`src/design/cam_pkg.sv`:
```
// shared constants for the counter array compare/capture module
package cam_pkg;
    // register byte offsets
    localparam logic [7:0] CAM_OFF_CTRL   = 8'h00;
    localparam logic [7:0] CAM_OFF_MODE   = 8'h04;
    localparam logic [7:0] CAM_OFF_CNT    = 8'h08;
    localparam logic [7:0] CAM_OFF_RELOAD = 8'h0C;
    localparam logic [7:0] CAM_OFF_CMP    = 8'h10;
    localparam logic [7:0] CAM_OFF_STAT   = 8'h14;
    localparam logic [7:0] CAM_OFF_MASK   = 8'h18;
    localparam logic [7:0] CAM_OFF_PIN    = 8'h1C;
    // module_mode_reg field positions
    localparam int CAM_B_IRQEN  = 0;
    localparam int CAM_B_PWM    = 1;
    localparam int CAM_B_TOG    = 2;
    localparam int CAM_B_MAT    = 3;
    localparam int CAM_B_CAPN   = 4;
    localparam int CAM_B_CAPP   = 5;
    localparam int CAM_B_ECOM   = 6;
    localparam int CAM_B_INV    = 7;
    // ctrl field positions
    localparam int CAM_B_RUN    = 0;
    // status / mask field positions
    localparam int CAM_S_FLAG   = 0;
    localparam int CAM_S_OVF    = 1;
    localparam int CAM_STAT_W   = 2;
    // reset values, byte maximum and response codes
    localparam logic [7:0]  CAM_MODE_RST = 8'h00;
    localparam logic [15:0] CAM_W16_RST  = 16'h0000;
    localparam logic [7:0]  CAM_B8_MAX   = 8'hFF;
    localparam logic [1:0]  CAM_RESP_OK  = 2'b00;
    localparam logic [1:0]  CAM_RESP_ERR = 2'b10;
    typedef enum logic [2:0] {
        CAM_M_IDLE, CAM_M_CAPTURE, CAM_M_SWTIMER, CAM_M_HSOUT,
        CAM_M_PWM8, CAM_M_PWM16, CAM_M_PWM2X8
    } cam_mode_e;
endpackage

```
`src/design/cam_top.sv`:
```
// counter array compare/capture module with an AXI4-Lite register slave
//
// Overview of operation
// - capture edge: rising, falling or both, only with compare and pwm bits clear
// - on a valid capture edge copy counter into compare registers
// - interrupt requested while module_flag, module_irq_en and the flag's mask bit are all set
// - software timer: set module_flag when counter equals compare value
// - high-speed output: toggle module_pin each time counter equals compare value
// - buffered 8-bit pwm: low while counter_lo below compare_lo, else high
// - buffered 8-bit pwm: copy compare_hi into compare_lo at counter_lo rollover
// - buffered 8-bit pwm selected by compare_enable and pwm_enable only
// - 16-bit pwm: low while counter below compare value, direct comparison
// - 16-bit pwm selected by compare_enable, match_flag_en and pwm_enable
// - double channel: primary from compare_lo, secondary from compare_hi
// - double channel selected by compare_enable, match_toggle_en and pwm_enable
// - module_flag set by hardware on match or capture, cleared only by software
// - pwm_invert inverts the pwm waveform on module_pin
// - counter counts only while counter_run is set
`timescale 1ns/1ps
module cam_top
    import cam_pkg::*;
#(
    parameter int ADDR_W = 8
)(
    // clock, reset, enable
    input  wire logic        aclk,
    input  wire logic        aresetn,
    input  wire logic        clk_en,
    // axi4-lite write address
    input  wire logic [ADDR_W-1:0] s_axi_awaddr,
    input  wire logic        s_axi_awvalid,
    output logic             s_axi_awready,
    // axi4-lite write data
    input  wire logic [31:0] s_axi_wdata,
    input  wire logic [3:0]  s_axi_wstrb,
    input  wire logic        s_axi_wvalid,
    output logic             s_axi_wready,
    // axi4-lite write response
    output logic [1:0]       s_axi_bresp,
    output logic             s_axi_bvalid,
    input  wire logic        s_axi_bready,
    // axi4-lite read address
    input  wire logic [ADDR_W-1:0] s_axi_araddr,
    input  wire logic        s_axi_arvalid,
    output logic             s_axi_arready,
    // axi4-lite read data
    output logic [31:0]      s_axi_rdata,
    output logic [1:0]       s_axi_rresp,
    output logic             s_axi_rvalid,
    input  wire logic        s_axi_rready,
    // module pin
    input  wire logic        module_pin_i,
    output logic             module_pin_o,
    output logic             module_pin_oe,
    output logic             secondary_pwm_out,
    // interrupt
    output logic             irq
);
    // the register map needs five address bits; wider than a word address makes no sense
    if (ADDR_W < 5 || ADDR_W > 32) begin : g_addr_w_check
        $error("cam_top: ADDR_W out of range");
    end

    // ****************************************
    // registers
    // ****************************************
    logic [7:0]  mode_r;
    logic        run_r;
    logic [15:0] cnt_r, cnt_nxt;
    logic [15:0] reload_r;
    logic [15:0] cmp_r, cmp_nxt;
    logic [CAM_STAT_W-1:0] stat_r, stat_nxt, mask_r;
    logic        pin_q_r;
    logic        hs_r;
    logic        pwm_r;
    logic        sec_r;
    cam_mode_e   mode;

    cam_mode_dec u_dec (
        .mode_bits (mode_r),
        .mode      (mode)
    );

    function automatic logic [15:0] merge16(input logic [15:0] old, input logic [31:0] d, input logic [3:0] s);
        merge16 = {s[1] ? d[15:8] : old[15:8], s[0] ? d[7:0] : old[7:0]};
    endfunction

    // ****************************************
    // axi4-lite slave
    // ****************************************
    // one outstanding write and one read; address and data latched separately
    logic              aw_hold_r, w_hold_r;
    logic [ADDR_W-1:0] aw_addr_r;
    logic [31:0]       w_data_r;
    logic [3:0]        w_strb_r;
    logic              bvalid_r, rvalid_r;
    logic [1:0]        bresp_r, rresp_r;
    logic [31:0]       rdata_r;

    assign s_axi_awready = !aw_hold_r && !bvalid_r;
    assign s_axi_wready  = !w_hold_r && !bvalid_r;
    assign s_axi_arready = !rvalid_r;
    assign s_axi_bvalid  = bvalid_r;
    assign s_axi_bresp   = bresp_r;
    assign s_axi_rvalid  = rvalid_r;
    assign s_axi_rresp   = rresp_r;
    assign s_axi_rdata   = rdata_r;

    wire logic        wr_fire = aw_hold_r && w_hold_r && clk_en;
    wire logic        rd_fire = s_axi_arvalid && s_axi_arready && clk_en;
    wire logic [7:0]  wa      = 8'(aw_addr_r);
    wire logic [7:0]  ra      = 8'(s_axi_araddr);
    wire logic        wr_ctrl = wr_fire && wa == CAM_OFF_CTRL;
    wire logic        wr_mode = wr_fire && wa == CAM_OFF_MODE;
    wire logic        wr_cnt  = wr_fire && wa == CAM_OFF_CNT;
    wire logic        wr_rld  = wr_fire && wa == CAM_OFF_RELOAD;
    wire logic        wr_cmp  = wr_fire && wa == CAM_OFF_CMP;
    wire logic        wr_stat = wr_fire && wa == CAM_OFF_STAT;
    wire logic        wr_mask = wr_fire && wa == CAM_OFF_MASK;
    wire logic        wr_ok   = wr_ctrl || wr_mode || wr_cnt || wr_rld || wr_cmp || wr_stat || wr_mask
                                || (wr_fire && wa == CAM_OFF_PIN);
    wire logic        rd_stat = rd_fire && ra == CAM_OFF_STAT;

    logic [31:0] rd_mux;
    logic        rd_ok;
    always_comb begin
        rd_ok  = 1'b1;
        rd_mux = 32'h0000_0000;
        unique case (ra)
            CAM_OFF_CTRL:   rd_mux = {31'h0000_0000, run_r};
            CAM_OFF_MODE:   rd_mux = {24'h00_0000, mode_r};
            CAM_OFF_CNT:    rd_mux = {16'h0000, cnt_r};
            CAM_OFF_RELOAD: rd_mux = {16'h0000, reload_r};
            CAM_OFF_CMP:    rd_mux = {16'h0000, cmp_r};
            CAM_OFF_STAT:   rd_mux = {30'h0000_0000, stat_r};
            CAM_OFF_MASK:   rd_mux = {30'h0000_0000, mask_r};
            CAM_OFF_PIN:    rd_mux = {29'h0000_0000, sec_r, module_pin_o, pin_q_r};
            default:        rd_ok  = 1'b0;
        endcase
    end

    always_ff @(posedge aclk) begin
        if (!aresetn) begin
            aw_hold_r <= 1'b0;
            w_hold_r  <= 1'b0;
            aw_addr_r <= '0;
            w_data_r  <= 32'h0000_0000;
            w_strb_r  <= 4'h0;
            bvalid_r  <= 1'b0;
            bresp_r   <= CAM_RESP_OK;
            rvalid_r  <= 1'b0;
            rresp_r   <= CAM_RESP_OK;
            rdata_r   <= 32'h0000_0000;
        end else if (clk_en) begin
            if (s_axi_awvalid && s_axi_awready) begin
                aw_hold_r <= 1'b1;
                aw_addr_r <= s_axi_awaddr;
            end
            if (s_axi_wvalid && s_axi_wready) begin
                w_hold_r <= 1'b1;
                w_data_r <= s_axi_wdata;
                w_strb_r <= s_axi_wstrb;
            end
            if (wr_fire) begin
                aw_hold_r <= 1'b0;
                w_hold_r  <= 1'b0;
                bvalid_r  <= 1'b1;
                bresp_r   <= wr_ok ? CAM_RESP_OK : CAM_RESP_ERR;
            end else if (bvalid_r && s_axi_bready) begin
                bvalid_r <= 1'b0;
            end
            if (rd_fire) begin
                rvalid_r <= 1'b1;
                rdata_r  <= rd_mux;
                rresp_r  <= rd_ok ? CAM_RESP_OK : CAM_RESP_ERR;
            end else if (rvalid_r && s_axi_rready) begin
                rvalid_r <= 1'b0;
            end
        end
    end

    // ****************************************
    // counter time base
    // ****************************************
    // counter advances one step per enabled clock; clock-source selection lives elsewhere
    wire logic tick     = run_r;
    wire logic ovf      = tick && (&cnt_r);
    wire logic lo_roll  = tick && cnt_r[7:0] == CAM_B8_MAX;
    always_comb begin
        cnt_nxt = cnt_r;
        if (wr_cnt) cnt_nxt = merge16(cnt_r, w_data_r, w_strb_r);
        else if (ovf) cnt_nxt = reload_r;
        else if (tick) cnt_nxt = cnt_r + 16'h0001;
    end

    // ****************************************
    // compare, capture and outputs
    // ****************************************
    // module_pin_i assumed synchronous; one registered sample gives the edge
    wire logic rise     = module_pin_i && !pin_q_r;
    wire logic fall     = !module_pin_i && pin_q_r;
    wire logic cap_ev   = mode == CAM_M_CAPTURE &&
                          ((rise && mode_r[CAM_B_CAPP]) || (fall && mode_r[CAM_B_CAPN]));
    wire logic match    = cnt_r == cmp_r;
    wire logic match_ev = (mode == CAM_M_SWTIMER || mode == CAM_M_HSOUT) && match;
    wire logic pwm_mode = mode == CAM_M_PWM8 || mode == CAM_M_PWM16 || mode == CAM_M_PWM2X8;
    wire logic pri_hi   = mode == CAM_M_PWM16 ? !(cnt_r < cmp_r)
                                              : !(cnt_r[7:0] < cmp_r[7:0]);
    wire logic sec_hi   = !(cnt_r[7:0] < cmp_r[15:8]);

    always_comb begin
        cmp_nxt = cmp_r;
        if (wr_cmp) cmp_nxt = merge16(cmp_r, w_data_r, w_strb_r);
        else if (cap_ev) cmp_nxt = cnt_r;
        else if (mode == CAM_M_PWM8 && lo_roll) cmp_nxt = {cmp_r[15:8], cmp_r[15:8]};
    end

    always_comb begin
        stat_nxt = stat_r;
        if (rd_stat) stat_nxt = '0;
        if (wr_stat) stat_nxt = stat_r & ~w_data_r[CAM_STAT_W-1:0];
        // hardware set wins over a clear in the same cycle
        if (cap_ev || match_ev) stat_nxt[CAM_S_FLAG] = 1'b1;
        if (ovf) stat_nxt[CAM_S_OVF] = 1'b1;
    end

    always_ff @(posedge aclk) begin
        if (!aresetn) begin
            mode_r   <= CAM_MODE_RST;
            run_r    <= 1'b0;
            cnt_r    <= CAM_W16_RST;
            reload_r <= CAM_W16_RST;
            cmp_r    <= CAM_W16_RST;
            stat_r   <= '0;
            mask_r   <= '0;
            pin_q_r  <= 1'b0;
            hs_r     <= 1'b0;
            pwm_r    <= 1'b0;
            sec_r    <= 1'b0;
        end else if (clk_en) begin
            if (wr_mode && w_strb_r[0]) mode_r <= w_data_r[7:0];
            if (wr_ctrl && w_strb_r[0]) run_r <= w_data_r[CAM_B_RUN];
            if (wr_rld) reload_r <= merge16(reload_r, w_data_r, w_strb_r);
            if (wr_mask && w_strb_r[0]) mask_r <= w_data_r[CAM_STAT_W-1:0];
            cnt_r   <= cnt_nxt;
            cmp_r   <= cmp_nxt;
            stat_r  <= stat_nxt;
            pin_q_r <= module_pin_i;
            if (mode == CAM_M_HSOUT && match) hs_r <= !hs_r;
            pwm_r <= pri_hi ^ mode_r[CAM_B_INV];
            sec_r <= mode == CAM_M_PWM2X8 && (sec_hi ^ mode_r[CAM_B_INV]);
        end
    end

    // pin driven only in output modes; in idle and capture it is released
    assign module_pin_oe     = mode == CAM_M_HSOUT || pwm_mode;
    assign module_pin_o      = mode == CAM_M_HSOUT ? hs_r : (pwm_mode && pwm_r);
    assign secondary_pwm_out = sec_r;
    assign irq = (stat_r[CAM_S_FLAG] && mode_r[CAM_B_IRQEN] && mask_r[CAM_S_FLAG]) ||
                 (stat_r[CAM_S_OVF] && mask_r[CAM_S_OVF]);
endmodule

```
`src/design/cam_mode_dec.sv`:
```
// mode decoder for the module mode register
`timescale 1ns/1ps
module cam_mode_dec
    import cam_pkg::*;
(
    // mode register
    input  wire logic [7:0] mode_bits,
    // decoded mode
    output cam_mode_e       mode
);
    wire logic ecom = mode_bits[CAM_B_ECOM];
    wire logic capp = mode_bits[CAM_B_CAPP];
    wire logic capn = mode_bits[CAM_B_CAPN];
    wire logic mat  = mode_bits[CAM_B_MAT];
    wire logic tog  = mode_bits[CAM_B_TOG];
    wire logic pwm  = mode_bits[CAM_B_PWM];
    wire logic cap_only = !ecom && (capp || capn) && !mat && !tog && !pwm;
    wire logic cmp_sel  = ecom && !capp && !capn;
    // module_irq_en and pwm_invert take no part in the selection
    assign mode = cap_only                      ? CAM_M_CAPTURE :
                  (cmp_sel && mat && !tog && !pwm) ? CAM_M_SWTIMER :
                  (cmp_sel && mat && tog && !pwm)  ? CAM_M_HSOUT :
                  (cmp_sel && !mat && !tog && pwm) ? CAM_M_PWM8 :
                  (cmp_sel && mat && !tog && pwm)  ? CAM_M_PWM16 :
                  (cmp_sel && !mat && tog && pwm)  ? CAM_M_PWM2X8 :
                  CAM_M_IDLE;
endmodule

```
`config.mk`:
```
export PLATFORM = sky130hd
export DESIGN_NAME = cam_top
export DESIGN_NICKNAME = d
export VERILOG_FILES = /design/src/design/cam_pkg.sv /design/src/design/cam_top.sv /design/src/design/cam_mode_dec.sv
export SDC_FILE = /design/constraint.sdc
export NUM_CORES = 1
export LEC_CHECK = 0
export ABC_AREA = 0
export BUFFER_PORTS_ARGS = -buffer_cell sky130_fd_sc_hd__buf_2
export CAP_MARGIN = 20
export CELL_PAD_IN_SITES_DETAIL_PLACEMENT = 0
export CELL_PAD_IN_SITES_GLOBAL_PLACEMENT = 1
export CORE_ASPECT_RATIO = 1.25
export CORE_UTILIZATION = 35
export CTS_CLUSTER_SIZE = 10
export DETAILED_ROUTE_END_ITERATION = 16
export MAX_ROUTING_LAYER = met4
export PLACE_DENSITY = 0.78
export SETUP_SLACK_MARGIN = 0.2
export SLEW_MARGIN = 20
export SYNTH_ARGS = -nofsm -noshare
export SYNTH_HDL_FRONTEND = slang
export SYNTH_SLANG_ARGS = --single-unit
export TNS_END_PERCENT = 20
```
`constraint.sdc`:
```
create_clock -name aclk -period 2.1 [get_ports aclk]
set_input_delay 0.21 -clock aclk [delete_from_list [all_inputs] [get_ports aclk]]
set_output_delay 0.21 -clock aclk [all_outputs]
set_load 0.01 [all_outputs]
```
=== After elaboration in Yosys (flattened, before gate mapping) ===
Cells that the tools add are included.
W data, S select, Z words.

* Register bits: 131
* Input bits: 61

* Add/sub/neg operators: 1
* $lt $le $gt $ge: 3
* Equality and inequality tests: 26
* Muxes and demuxes: 32
* Bitwise logic cells: 4
* Reductions and logical operators: 118

{| class="wikitable"
|+ Operators with widths
! cell !! number
|-
| $pmux W16 S8 || 1
|-
| $mux W16 || 5
|-
| $eq A8 B5 Y1 const B || 8
|-
| $logic_and A1 B1 Y1 || 54
|-
| $eq A8 B4 Y1 const B || 4
|-
| $reduce_and A2 Y1 || 14
|-
| $mux W8 || 3
|-
| $mux W3 || 6
|-
| $reduce_and A3 Y1 || 6
|-
| $add A16 B1 Y16 const B || 1
|-
| $eq A16 B16 Y1 || 1
|-
| $eq A8 B3 Y1 const B || 2
|-
| $logic_not A1 Y1 || 16
|-
| $logic_not A8 Y1 || 2
|-
| $lt A16 B16 Y1 || 1
|-
| $lt A8 B8 Y1 || 2
|-
| $reduce_and A16 Y1 || 1
|-
| $logic_or A1 B1 Y1 || 15
|-
| $mux W1 || 13
|-
| $reduce_bool A3 Y1 || 4
|-
| $reduce_bool A2 Y1 || 5
|-
| $eq A3 B3 Y1 const B || 3
|-
| $eq A8 B8 Y1 const B || 1
|-
| $mux W2 || 4
|-
| other kinds (7) || 12
|}

=== Longest topological paths before layout ===
Gate-level depths: netlist of the first run.

* Depth after elaboration: 18
* Depth in mapped cells: 8
* Mapped depth without buffers: 7

=== By module ===
A second synthesis of the first run with hierarchy kept.

* Cells, all modules: 781
* Area total of the unflattened synthesis: 6477.5 um2

{| class="wikitable"
|+ By module, submodules not included
! module !! times used !! cells an instance !! area each (um2) !! seq. area each (um2)
|-
| cam_top || 1 || 771 || 6401.1 || 2262.2
|-
| cam_mode_dec || 1 || 10 || 76.3 || 0.0
|}

=== Least setup slack after synthesis of the first run ===
OpenSTA, ideal clock, no wires.

* Path type: register -> register
* Start point: reg aw_addr_r[7]
* End point: reg cmp_r[10]
* Data arrival time: 2114 ps
* Required time: 2012 ps
* Slack: -102 ps
* Cell stages (with the launch flop): 8
* Path buffers: 2
* Cells stage by stage: dfxtp_1 > or4b_4 > or4_1 > o2111a_1 > buf_6 > or2_1 > buf_6 > a311oi_2

* Cells in the longest elaborated chain, start to end: 4
* Elaborated cells on any way between the ends: 6
* Those cells by class: 2 x eq/ne; 1 x mux; 3 x reduce/logical

{| class="wikitable"
|+ RTL lines
! element !! line !! text
|-
| start, declared || cam_top.sv:93 || <nowiki>logic [ADDR_W-1:0] aw_addr_r;</nowiki>
|-
| start signal, assigned || cam_top.sv:157 || <nowiki>aw_addr_r <= s_axi_awaddr;</nowiki>
|-
| $eq A8 B5 Y1 (*) || cam_top.sv:117 || <nowiki>wire logic wr_cmp = wr_fire && wa == CAM_OFF_CMP;</nowiki>
|-
| $logic_and A1 B1 Y1 (*) || cam_top.sv:117 ||
|-
| $ne A2 B2 Y1 (no line) / $reduce_bool A2 Y1 (equally long branches) || - ||
|-
| $reduce_and A3 Y1 (no line) || - ||
|-
| end signal, assigned || cam_top.sv:246 || <nowiki>cmp_r <= cmp_nxt;</nowiki>
|-
| end, declared || cam_top.sv:71 || <nowiki>logic [15:0] cmp_r, cmp_nxt;</nowiki>
|}

Every way passes the cells marked *; elsewhere a longest branch is shown, timed or not.
A chain may end at the register's enable or synchronous reset.

=== Final worst setup path of the first run ===
* Start point: reg aw_addr_r[7]
* End point: reg cmp_r[15]

The elaborated chain is that of the path after synthesis.

==> flow_summary.json, run 1 <==
{
  "clock.fmax_mhz": 471,
  "cts_made_buffers": 17,
  "arrival_ns": 2.40,
  "drive_above_1_share_pct": 29.6,
  "rows": 55,
  "grt_first_pass_wirelength_mm": 34.9,
  "cts_tree": "done",
  "die_x_um": 123,
  "drv_slew": 0,
  "wl_met1_mm": 8.76,
  "sw_frac_of_total_pct": 25.9,
  "n_antenna_cell": 0,
  "status": "complete, but fails checks",
  "crit_fanout": 8,
  "synth_area_sq_um": 6420,
  "initial_core_util_pct": 35.6,
  "synth_top_area_share_pct": 35.2,
  "p_leak_nw": 3.23,
  "drcViolationCount": 0,
  "hold_viol_final": 0,
  "dieHeight_um": 153,
  "tns_ns": -0.0973,
  "clkSlewWorstSetupHoldPaths_ns": 0.06,
  "clock_sinks": 113,
  "root_buffer": "clkbuf_16",
  "multi_input_area_sq_um": 4030,
  "endpoint_kind": "flip-flop",
  "syn_inst": 784,
  "cap_violations": 0,
  "io_buffers": 69,
  "seqCellArea_sq_um": 2270,
  "ys.flop_type": "dfxtp_1",
  "pwr-share-comb_pct": 6.0,
  "worst-setup-path-type": "reg2reg",
  "timing.final.crit_share_pct": 101,
  "core_area_sq_um": 18000,
  "dp_slack_ns": -0.193,
  "violations": "setup timing",
  "layout_setup_ws_ns": -0.0217,
  "worstHoldPathType": "in2reg",
  "drtAntennaViolNets": 0,
  "seqPwrFrac_pct": 41.4,
  "skew_ns": 0.0107,
  "power.density_nw_per_um2": 637,
  "grt_overflow": 0,
  "seq_area_frac_synth_pct": 35.2,
  "grt_usage_pct": 24.8,
  "synth_cell_types": 78,
  "clk_latency_ns": 0.42,
  "io_pins": 106,
  "dr_wl_met3_mm": 1.36,
  "p_int_w": 0.00397,
  "grt_max_degree": 81,
  "viasPerCell": 5.71,
  "dieArea_sq_um": 18900,
  "htree_levels": 4,
  "wirelength_mm": 21.9,
  "ys_ff_latch": 113,
  "whs_ns": 0.0249,
  "rsz0062_at_grt": "yes",
  "synth.area.top_cells": "dfxtp_1 35%, nand2_1 6.5%, a21oi_1 5.0%",
  "wl_met2_mm": 10.8,
  "routed.top_layer": "met4",
  "p_sw_w": 0.00139,
  "peakVddDrop_mv": 0.448,
  "fillerInstances": 1807,
  "first_global_vias": 6438,
  "vias": 6595,
  "postSynth.asyncResetShare_pct": 0,
  "p_clk_share_pct": 52.6,
  "yosysWarningCount": 0,
  "synth-edff-count": 0,
  "gp_congestion": 0.897,
  "dp_hpwl_mm": 16.0,
  "fin_nets": 1000,
  "drtPass1Iterations": 5,
  "cp_data_required_time_ns": 2.38,
  "synth_area_per_cell_sq_um": 8.19,
  "syn_to_final_growth_pct": 30.9,
  "antenna_found_initial": 0,
  "setup_viol": 8,
  "cts_buffer_depth": 2,
  "fin_crit_ns": 2.12,
  "startpoint_type": "flip-flop",
  "synth_top_area_cell": "dfxtp_1",
  "first_iter_violations": 546,
  "wl_per_cell_um": 18.9
}
==> per-layer routing <==
layer | vias up | track usage [%]
met1 | 3110 | 29.3
met4 | 0 | 12.1
met3 | 67 | 3.54
met5 | - | -
met2 | 276 | 40.6
li1 | 3142 | -
==> cells by family (layout without fill, tap and decap cells) <==
group / after synthesis / after routing / share of synthesized area [%]
other cells: 1 / 18 / 0.0584
fa+ha+maj: 24 / 24 / 4.68
flops: 113 / 113 / 35.2
mux: 28 / 28 / 5.05
simple gates: 291 / 291 / 22.4
buf+inv: 99 / 226 / 7.15
compound gates: 216 / 216 / 23.8
xor+xnor: 12 / 12 / 1.64
==> layout by cell type (no fill, tap or decap), types with 5 or more instances in the layout <==
cell | Yosys | routed
o32ai_2 | 0 | 9
a21o_1 | 7 | 7
nand2_1 | 111 | 111
o211ai_1 | 12 | 12
o211a_1 | 6 | 6
o21ai_1 | 8 | 7
a222oi_1 | 8 | 8
a21oi_1 | 64 | 59
nor2_1 | 54 | 52
o21ai_0 | 23 | 22
buf_6 | 2 | 6
nand4_1 | 16 | 16
a211oi_1 | 15 | 14
xor2_1 | 9 | 9
conb_1 | 1 | 18
and3_1 | 11 | 11
mux2i_1 | 20 | 20
dfxtp_2 | 0 | 5
nand3b_1 | 7 | 7
a311oi_2 | 7 | 7
nand3_1 | 24 | 24
inv_1 | 24 | 24
or3_1 | 10 | 8
clkbuf_16 | 0 | 17
dfxtp_1 | 113 | 107
buf_4 | 18 | 92
a21oi_2 | 0 | 5
nor3_1 | 15 | 12
a22oi_1 | 10 | 10
ha_1 | 24 | 23
inv_6 | 0 | 6
buf_2 | 4 | 69
==> worst paths after layout <==
path / start / endpoint / slack, ns / cells after the start
worst max-delay path: aw_addr_r[7]$_SDFFE_PN0P_ / cmp_r[15]$_SDFFE_PN0P_ / -0.02 / 6
worst min-delay path: s_axi_wdata[0] / w_data_r[0]$_SDFFE_PN0P_ / 0.02 / 3
worst max register to register: aw_addr_r[7]$_SDFFE_PN0P_ / cmp_r[15]$_SDFFE_PN0P_ / -0.02 / 6
worst min register to register: s_axi_rdata[11]$_SDFFE_PN0P_ / s_axi_rdata[11]$_SDFFE_PN0P_ / 0.45 / 2
==> area by class of cell <==
| type | instances | share of cell area, % |
|---|---|---|
| Clock buffer | 17 | 5.06 |
| Clock inverter | 15 | 1.76 |
| Inverter | 25 | 1.12 |
| Multi-Input combinational cell | 589 | 48.0 |
| Sequential cell | 113 | 27.0 |
| Tap cell | 228 | 3.40 |
| Timing Repair Buffer | 169 | 13.6 |
==> worst max-delay path, cell delays in order, from the launching register on <==
cell,delay (ns)
dfxtp_2,0.32
or4b_4,0.53
or4_4,0.48
buf_4,0.19
mux2_1,0.31
o21ai_1,0.08
a21oi_1,0.08
==> cells in the mapped netlist, types with 6 or more instances <==
| master | count |
|---|---|
| nand3_1 | 24 |
| dfxtp_1 | 113 |
| nand2_1 | 111 |
| nand4_1 | 16 |
| o211ai_1 | 12 |
| inv_1 | 24 |
| clkbuf_1 | 49 |
| a21oi_1 | 64 |
| a211oi_1 | 15 |
| or4_1 | 6 |
| buf_4 | 18 |
| or3_1 | 10 |
| a311oi_2 | 7 |
| o21ai_1 | 8 |
| o211a_1 | 6 |
| o21ai_0 | 23 |
| a22oi_1 | 10 |
| and3_1 | 11 |
| a222oi_1 | 8 |
| xor2_1 | 9 |
| mux2i_1 | 20 |
| nor2_1 | 54 |
| nor3_1 | 15 |
| ha_1 | 24 |
| a21o_1 | 7 |
| nand3b_1 | 7 |
| o32ai_1 | 11 |
==> power by group through the flow <==
stage | sequential (W) | clock [W] | combinational [W]
after CTS | 0.00222 | 0.00286 | 0.000319
after global routing | 0.00222 | 0.00296 | 0.000354
final | 0.00222 | 0.00281 | 0.000319
after floorplan | 0.00225 | 0 | 0.000191
after global placement | 0.00226 | 0 | 0.000306
after detailed placement | 0.00227 | 0 | 0.000309
==> sequential cells by signal, indices dropped and copies added, names as in the netlist, 2 cells and up <==
register	cells
cmp_r	16
cnt_r	16
reload_r	16
s_axi_rdata	16
w_data_r	16
aw_addr_r	8
mode_r	8
mask_r	2
stat_r	2
w_strb_r	2
==> through the flow <==
stage               utilization [%]  power, W  cell area (sq um)  cells
floorplan                         -   0.00244               6500    801
global placement               41.8   0.00257               7530   1121
detailed placement             41.8   0.00257               7530   1121
CTS                            46.2   0.00539               8330   1155
global route                   46.6   0.00554               8400   1156
finish                         46.6   0.00535               8400   1156
==> what timing repair did <==
item                                   in CTS  in global routing
cloned                                      0                  0
gates resized for setup                    44                 14
endpoints found under the hold margin       0                  0
hold buffers                                0                  0
setup endpoints to repair                  44                 52
buffers inserted                            2                  1
pin swaps                                  38                 17
(Power assumes the default switching activity.)
==> run 2: changes to the inputs <==
SYNTH_HIERARCHICAL = 1   (was default)
==> flow_summary.json, run 2 <==
{
  "status": "complete, but fails checks",
  "violations": "setup timing",
  "skew_ns": 0.0109,
  "postSynth.asyncResetShare_pct": 0,
  "dieHeight_um": 154,
  "synth_top_area_share_pct": 34.9,
  "htree_levels": 4,
  "yosys.area_share.simple_pct": 22.1,
  "cts_tree": "done",
  "drv_slew": 0,
  "worst-setup-path-type": "reg2out",
  "endpoint_kind": "primary output",
  "grt_first_pass_wirelength_mm": 31.3,
  "peakVddDrop_mv": 0.440,
  "synthAdderAreaFrac_pct": 4.64,
  "p_leak_nw": 3.51,
  "final_common_cell": "dfxtp_1",
  "power.density_nw_per_um2": 639,
  "first_iter_violations": 383,
  "synth_top_area_cell": "dfxtp_1",
  "p_sw_w": 0.00130,
  "synth_cell_types": 70,
  "dp_slack_ns": -0.121,
  "fin_crit_ns": 2.30,
  "p_clk_share_pct": 53.1,
  "layout_setup_ws_ns": -0.197,
  "yosysWarningCount": 6,
  "cpLargestDelayFamily": "simple AND/OR/NAND/NOR gates",
  "rows": 55,
  "clk_latency_ns": 0.42,
  "timing.final.crit_share_pct": 109,
  "drtPass1Iterations": 5,
  "drcViolationCount": 0,
  "cts_buffer_depth": 2,
  "whs_ns": 0.0109,
  "sw_frac_of_total_pct": 23.9,
  "crit_path_max_incr_delay_ns": 0.50,
  "hold_viol_final": 0,
  "r2r_slack_ns": -0.14,
  "synth_top_family_by_area": "simple AND/OR/NAND/NOR gates",
  "synth-edff-count": 0,
  "rsz0062_at_grt": "yes",
  "syn_inst": 781,
  "mostFrequentLayoutCells": "105 x dfxtp_1, 82 x nand2_1, 74 x nor2_1",
  "gp_congestion": 0.923,
  "synth.area.top_cells": "dfxtp_1 35%, mux2i_1 7.9%, nand2_1 5.5%",
  "pwr-share-comb_pct": 5.9,
  "setup.worst_path.start": "mode_r[3]$_SDFFE_PN0P_",
  "worstHoldPathType": "in2reg",
  "die_x_um": 124,
  "first_global_vias": 5936,
  "grt_max_degree": 46,
  "cp_data_required_time_ns": 1.89,
  "dieArea_sq_um": 19100,
  "synth_compound_area_share_pct": 20.8,
  "root_buffer": "clkbuf_16",
  "crit-reg2reg-launch": "mode_r[3]$_SDFFE_PN0P_",
  "ys.flop_type": "dfxtp_1",
  "synth_area_sq_um": 6480,
  "cap_violations": 0,
  "setup_viol": 20,
  "arrival_ns": 2.09,
  "crit_end": "module_pin_o",
  "dp_hpwl_mm": 14.4,
  "muxShareOfSynthArea_pct": 8.05,
  "startpoint_type": "flip-flop",
  "wl_per_cell_um": 17.5,
  "io_pins": 106,
  "synth_area_per_cell_sq_um": 8.29,
  "vias": 6201,
  "ys_ff_latch": 113,
  "wirelength_mm": 20.0,
  "n_antenna_cell": 0,
  "syn_to_final_growth_pct": 31.9,
  "initial_core_util_pct": 35.8,
  "grt_overflow": 0,
  "clock_sinks": 113,
  "clock.fmax_mhz": 435,
  "seqPwrFrac_pct": 41.0,
  "r2r_end": "cmp_r[7]$_SDFFE_PN0P_",
  "drtAntennaViolNets": 0,
  "synth_xor_area_share_pct": 2.03,
  "grt_usage_pct": 22.3,
  "core_area_sq_um": 18100,
  "crit_fanout": 5,
  "p_int_w": 0.00415,
  "viasPerCell": 5.43,
  "synthTopCellsByCount": "113 x dfxtp_1, 95 x nand2_1, 76 x nor2_1, 51 x mux2i_1, 47 x a21oi_1",
  "critical_path_buf_inv_count": 3,
  "drive_above_1_share_pct": 29.6,
  "antenna_found_initial": 0,
  "critPathMostFrequentCell": "buf_6",
  "crit_cells": 7,
  "synth_most_common_cell": "dfxtp_1",
  "reg2regPathDepth": 11,
  "clkSlewWorstSetupHoldPaths_ns": 0.06,
  "crit_chain": "or4bb_1 -> o22ai_2 -> buf_6 -> nand2_4 -> a31o_4 -> buf_6 -> buf_6",
  "slowest_stage": "or4bb_1",
  "io_buffers": 69,
  "fin_nets": 987,
  "cts_made_buffers": 17,
  "seq_area_frac_synth_pct": 34.9
}
==> run 2: changes by cell type in the layout (fill, tap and decap cells not counted), sizes merged, moves of 11 or more <==
cell     previous run  this run
mux2i              20        51
nor2               55        78
a21oi              64        47
o2bb2ai             0        16
nand2             111        96
o21ai              31        44
a311oi             11         0
buf               169       158
o32ai              11         0
==> run 2: final cells by class <==
| class | instances | area, sq um |
|---|---|---|
| multi-input cells | 590 | 4140 |
| flip-flops and latches | 113 | 2270 |
| repair buffers | 158 | 1160 |
| fillers | 1738 | 9560 |
| well taps | 228 | 285 |
| inverters | 22 | 82.6 |
| clock buffers | 20 | 467 |
| clock inverters | 12 | 133 |
==> run 2: stage by stage <==
stage | util, % | power [W] | instances | setup TNS, ns | cell area [sq um]
5_1_grt | 47.2 | 0.00563 | 1143 | -3.90 | 8540
3_5_place_dp | 41.2 | 0.00259 | 1099 | -1.78 | 7460
6_report | 47.2 | 0.00546 | 1143 | -2.18 | 8540
4_1_cts | 46.3 | 0.00550 | 1141 | -1.22 | 8380
3_3_place_gp | 41.2 | 0.00259 | 1099 | -1.31 | 7460
2_1_floorplan | - | 0.00248 | 798 | -0.254 | 6600
==> run 2: layer usage <==
| layer | vias up | share of wire (%) | track usage (%) |
|---|---|---|---|
| met1 | 2925 | 43 | 26.8 |
| met2 | 201 | 49 | 36.2 |
| met5 | - | 0 | - |
| li1 | 3030 | - | - |
| met4 | 0 | 3.3 | 8.61 |
| met3 | 45 | 4.8 | 4.23 |
==> run 2: power by group through the flow <==
stage | clock (W) | combinational [W] | sequential, W
after floorplan | 0 | 0.000213 | 0.00227
after global placement | 0 | 0.000311 | 0.00228
after detailed placement | 0 | 0.000315 | 0.00228
after CTS | 0.00295 | 0.000322 | 0.00223
after global routing | 0.00303 | 0.000356 | 0.00224
final | 0.00290 | 0.000321 | 0.00224
==> run 2: cells by family after synthesis <==
family                   Yosys count
XOR/XNOR                          15
multiplexers                      52
buffers and inverters             95
adder cells (fa/ha/maj)           24
other                              1
flip-flops                       113
AND/OR/NAND/NOR                  281
AO/OA/AOI/OAI                    200
==> run 2: worst min path at each step <==
stage	start	to	slack [ns]	cells after the start
5_1_grt	s_axi_awaddr[2]	aw_addr_r[2]$_SDFFE_PN0P_	0.01	3
6_report	s_axi_awaddr[7]	aw_addr_r[7]$_SDFFE_PN0P_	0.01	3
3_3_place_gp	s_axi_awaddr[1]	aw_addr_r[1]$_SDFFE_PN0P_	0.44	3
2_1_floorplan	s_axi_wdata[12]	w_data_r[12]$_SDFFE_PN0P_	0.35	2
3_5_place_dp	s_axi_awaddr[7]	aw_addr_r[7]$_SDFFE_PN0P_	0.45	3
4_1_cts	s_axi_awaddr[7]	aw_addr_r[7]$_SDFFE_PN0P_	0.005	3
==> run 2: timing repair <==
action | in CTS | in global routing
endpoints found under the setup margin | 64 | 66
resized for setup | 66 | 38
hold buffers | 0 | 0
setup buffers | 10 | 2
pin swaps | 60 | 52
==> run 2: worst register-to-register path, delay by kind of cell (launching register included) <==
kind	cells	cell delay, ns
AOI/OAI and AO/OA	5	0.68
and+or+nand+nor	2	0.57
buffers and inverters	4	0.52
DFF	1	0.36
==> run 3: changes to the inputs <==
GPL_TIMING_DRIVEN = 0   (was default)
==> flow_summary.json, run 3 (synthesis results as in run 2) <==
{
  "die_x_um": 124,
  "layout_setup_ws_ns": -0.226,
  "setup.worst_path.start": "mode_r[3]$_SDFFE_PN0P_",
  "drtPass1Iterations": 6,
  "initial_core_util_pct": 35.8,
  "clk_latency_ns": 0.43,
  "tightest_slew_ns": 0.855,
  "dp_hpwl_mm": 16.3,
  "first_iter_violations": 587,
  "peakVddDrop_mv": 0.505,
  "drtAntennaViolNets": 0,
  "crit_end": "cmp_r[7]$_SDFFE_PN0P_",
  "wl_per_cell_um": 19.3,
  "clock_sinks": 113,
  "grt_first_pass_wirelength_mm": 34.0,
  "cts_made_buffers": 17,
  "worstHoldPathType": "in2reg",
  "n_antenna_cell": 0,
  "crit-reg2reg-launch": "mode_r[3]$_SDFFE_PN0P_",
  "grt_usage_pct": 24.8,
  "cp_data_required_time_ns": 2.46,
  "r2r_slack_ns": -0.23,
  "reg2regPathDepth": 8,
  "drcViolationCount": 0,
  "skew_ns": 0.00926,
  "p_leak_nw": 3.49,
  "r2r_end": "cmp_r[7]$_SDFFE_PN0P_",
  "rows": 55,
  "final_cells": 1152,
  "wirelength_mm": 22.3,
  "power.density_nw_per_um2": 686,
  "gp_congestion": 0.927,
  "arrival_ns": 2.68,
  "vias": 6283,
  "first_global_vias": 5994,
  "clkSlewWorstSetupHoldPaths_ns": 0.06,
  "drv_slew": 0,
  "core_area_sq_um": 18100,
  "rsz0062_at_grt": "yes",
  "endpoint_kind": "flip-flop",
  "cts_tree": "done",
  "fin_util_pct": 47.4,
  "dieHeight_um": 154,
  "status": "complete, but fails checks",
  "cts_buffer_depth": 2,
  "drive_above_1_share_pct": 27.7,
  "syn_to_final_growth_pct": 32.4,
  "cap_violations": 0,
  "grt_max_degree": 17,
  "io_buffers": 67,
  "antenna_found_initial": 0,
  "timing.final.crit_share_pct": 111,
  "io_pins": 106,
  "setup_viol": 26,
  "grt_overflow": 0,
  "worst-setup-path-type": "reg2reg",
  "gr-usage-met1_pct": 29.7,
  "violations": "setup timing",
  "fin_crit_ns": 2.33,
  "mostFrequentLayoutCells": "93 x dfxtp_1, 91 x nand2_1, 74 x nor2_1",
  "dieArea_sq_um": 19100,
  "viasPerCell": 5.45,
  "whs_ns": 0.0112,
  "grt_busiest_layer": "met2",
  "startpoint_type": "flip-flop",
  "slew_headroom_pct": 43.0,
  "htree_levels": 4,
  "use_met3_pct": 5.12,
  "clock.fmax_mhz": 430,
  "final_common_cell": "dfxtp_1",
  "fin_nets": 997,
  "grtUsageMet2_pct": 38.7,
  "crit_fanout": 8,
  "dpl.cell_count": 1093,
  "hold_viol_final": 0,
  "root_buffer": "clkbuf_16"
}
-- run 3: stage by stage --
step	setup slack, ns	setup TNS (ns)	cell area [sq um]	total power (W)
2_1_floorplan	-0.0315	-0.254	6600	0.00248
3_3_place_gp	-0.512	-16.91	7220	0.00263
3_5_place_dp	-0.492	-17.68	7220	0.00263
4_1_cts	-0.191	-3.03	8350	0.00591
5_1_grt	-0.313	-6.11	8570	0.00605
6_report	-0.226	-3.47	8570	0.00588
-- run 3: area by class of cell --
| class | instances | area, sq um |
|---|---|---|
| well taps | 228 | 285 |
| fillers | 1756 | 9520 |
| clock inverters | 14 | 239 |
| plain buffers | 73 | 483 |
| repair buffers | 95 | 598 |
| inverters | 22 | 82.6 |
| multi-input cells | 590 | 4160 |
| clock buffers | 17 | 425 |
| flip-flops and latches | 113 | 2300 |
-- run 3: routing by layer --
metal  up-vias  wire length [um]
li1       3048                 -
met2       231             10700
met3        61              1350
met5         -                 0
met1      2943              9250
met4         0               943
-- run 3: report_power, final --
group	total, W	leakage (nW)	internal (W)	switching [W]
sequential	0.00223	0.927	0.00218	0.0000526
combinational	0.000367	2.24	0.000144	0.000223
clock	0.00329	0.315	0.00221	0.00107
-- run 3: what timing repair did --
action	CTS	global route
gates resized for setup	84	47
buffers inserted	22	4
gates cloned	1	0
hold endpoints to repair	1	0
hold buffers	1	0
pin swaps	43	37
setup endpoints to repair	75	86
-- run 3: how the worst min path moves through the flow --
stage,slack (ns),cells after the start,start,to
global route,0.03,3,s_axi_awaddr[4],aw_addr_r[4]$_SDFFE_PN0P_
finish,0.01,3,s_axi_awaddr[6],aw_addr_r[6]$_SDFFE_PN0P_
CTS,0.001,3,s_axi_awaddr[6],aw_addr_r[6]$_SDFFE_PN0P_
floorplan,0.35,2,s_axi_wdata[12],w_data_r[12]$_SDFFE_PN0P_
global placement,0.44,3,s_axi_awaddr[1],aw_addr_r[1]$_SDFFE_PN0P_
detailed placement,0.45,3,s_axi_awaddr[7],aw_addr_r[7]$_SDFFE_PN0P_
-- run 3: worst max-delay path, cell delays in order, from the launching register on --
cell and delay, ns:
dfxtp_4 0.35, or4_4 0.54, o22ai_4 0.26, nand2b_4 0.09, a211o_1 0.27, buf_8 0.15, o311ai_4 0.09, nand4_4 0.26
o2bb2ai_2 0.23
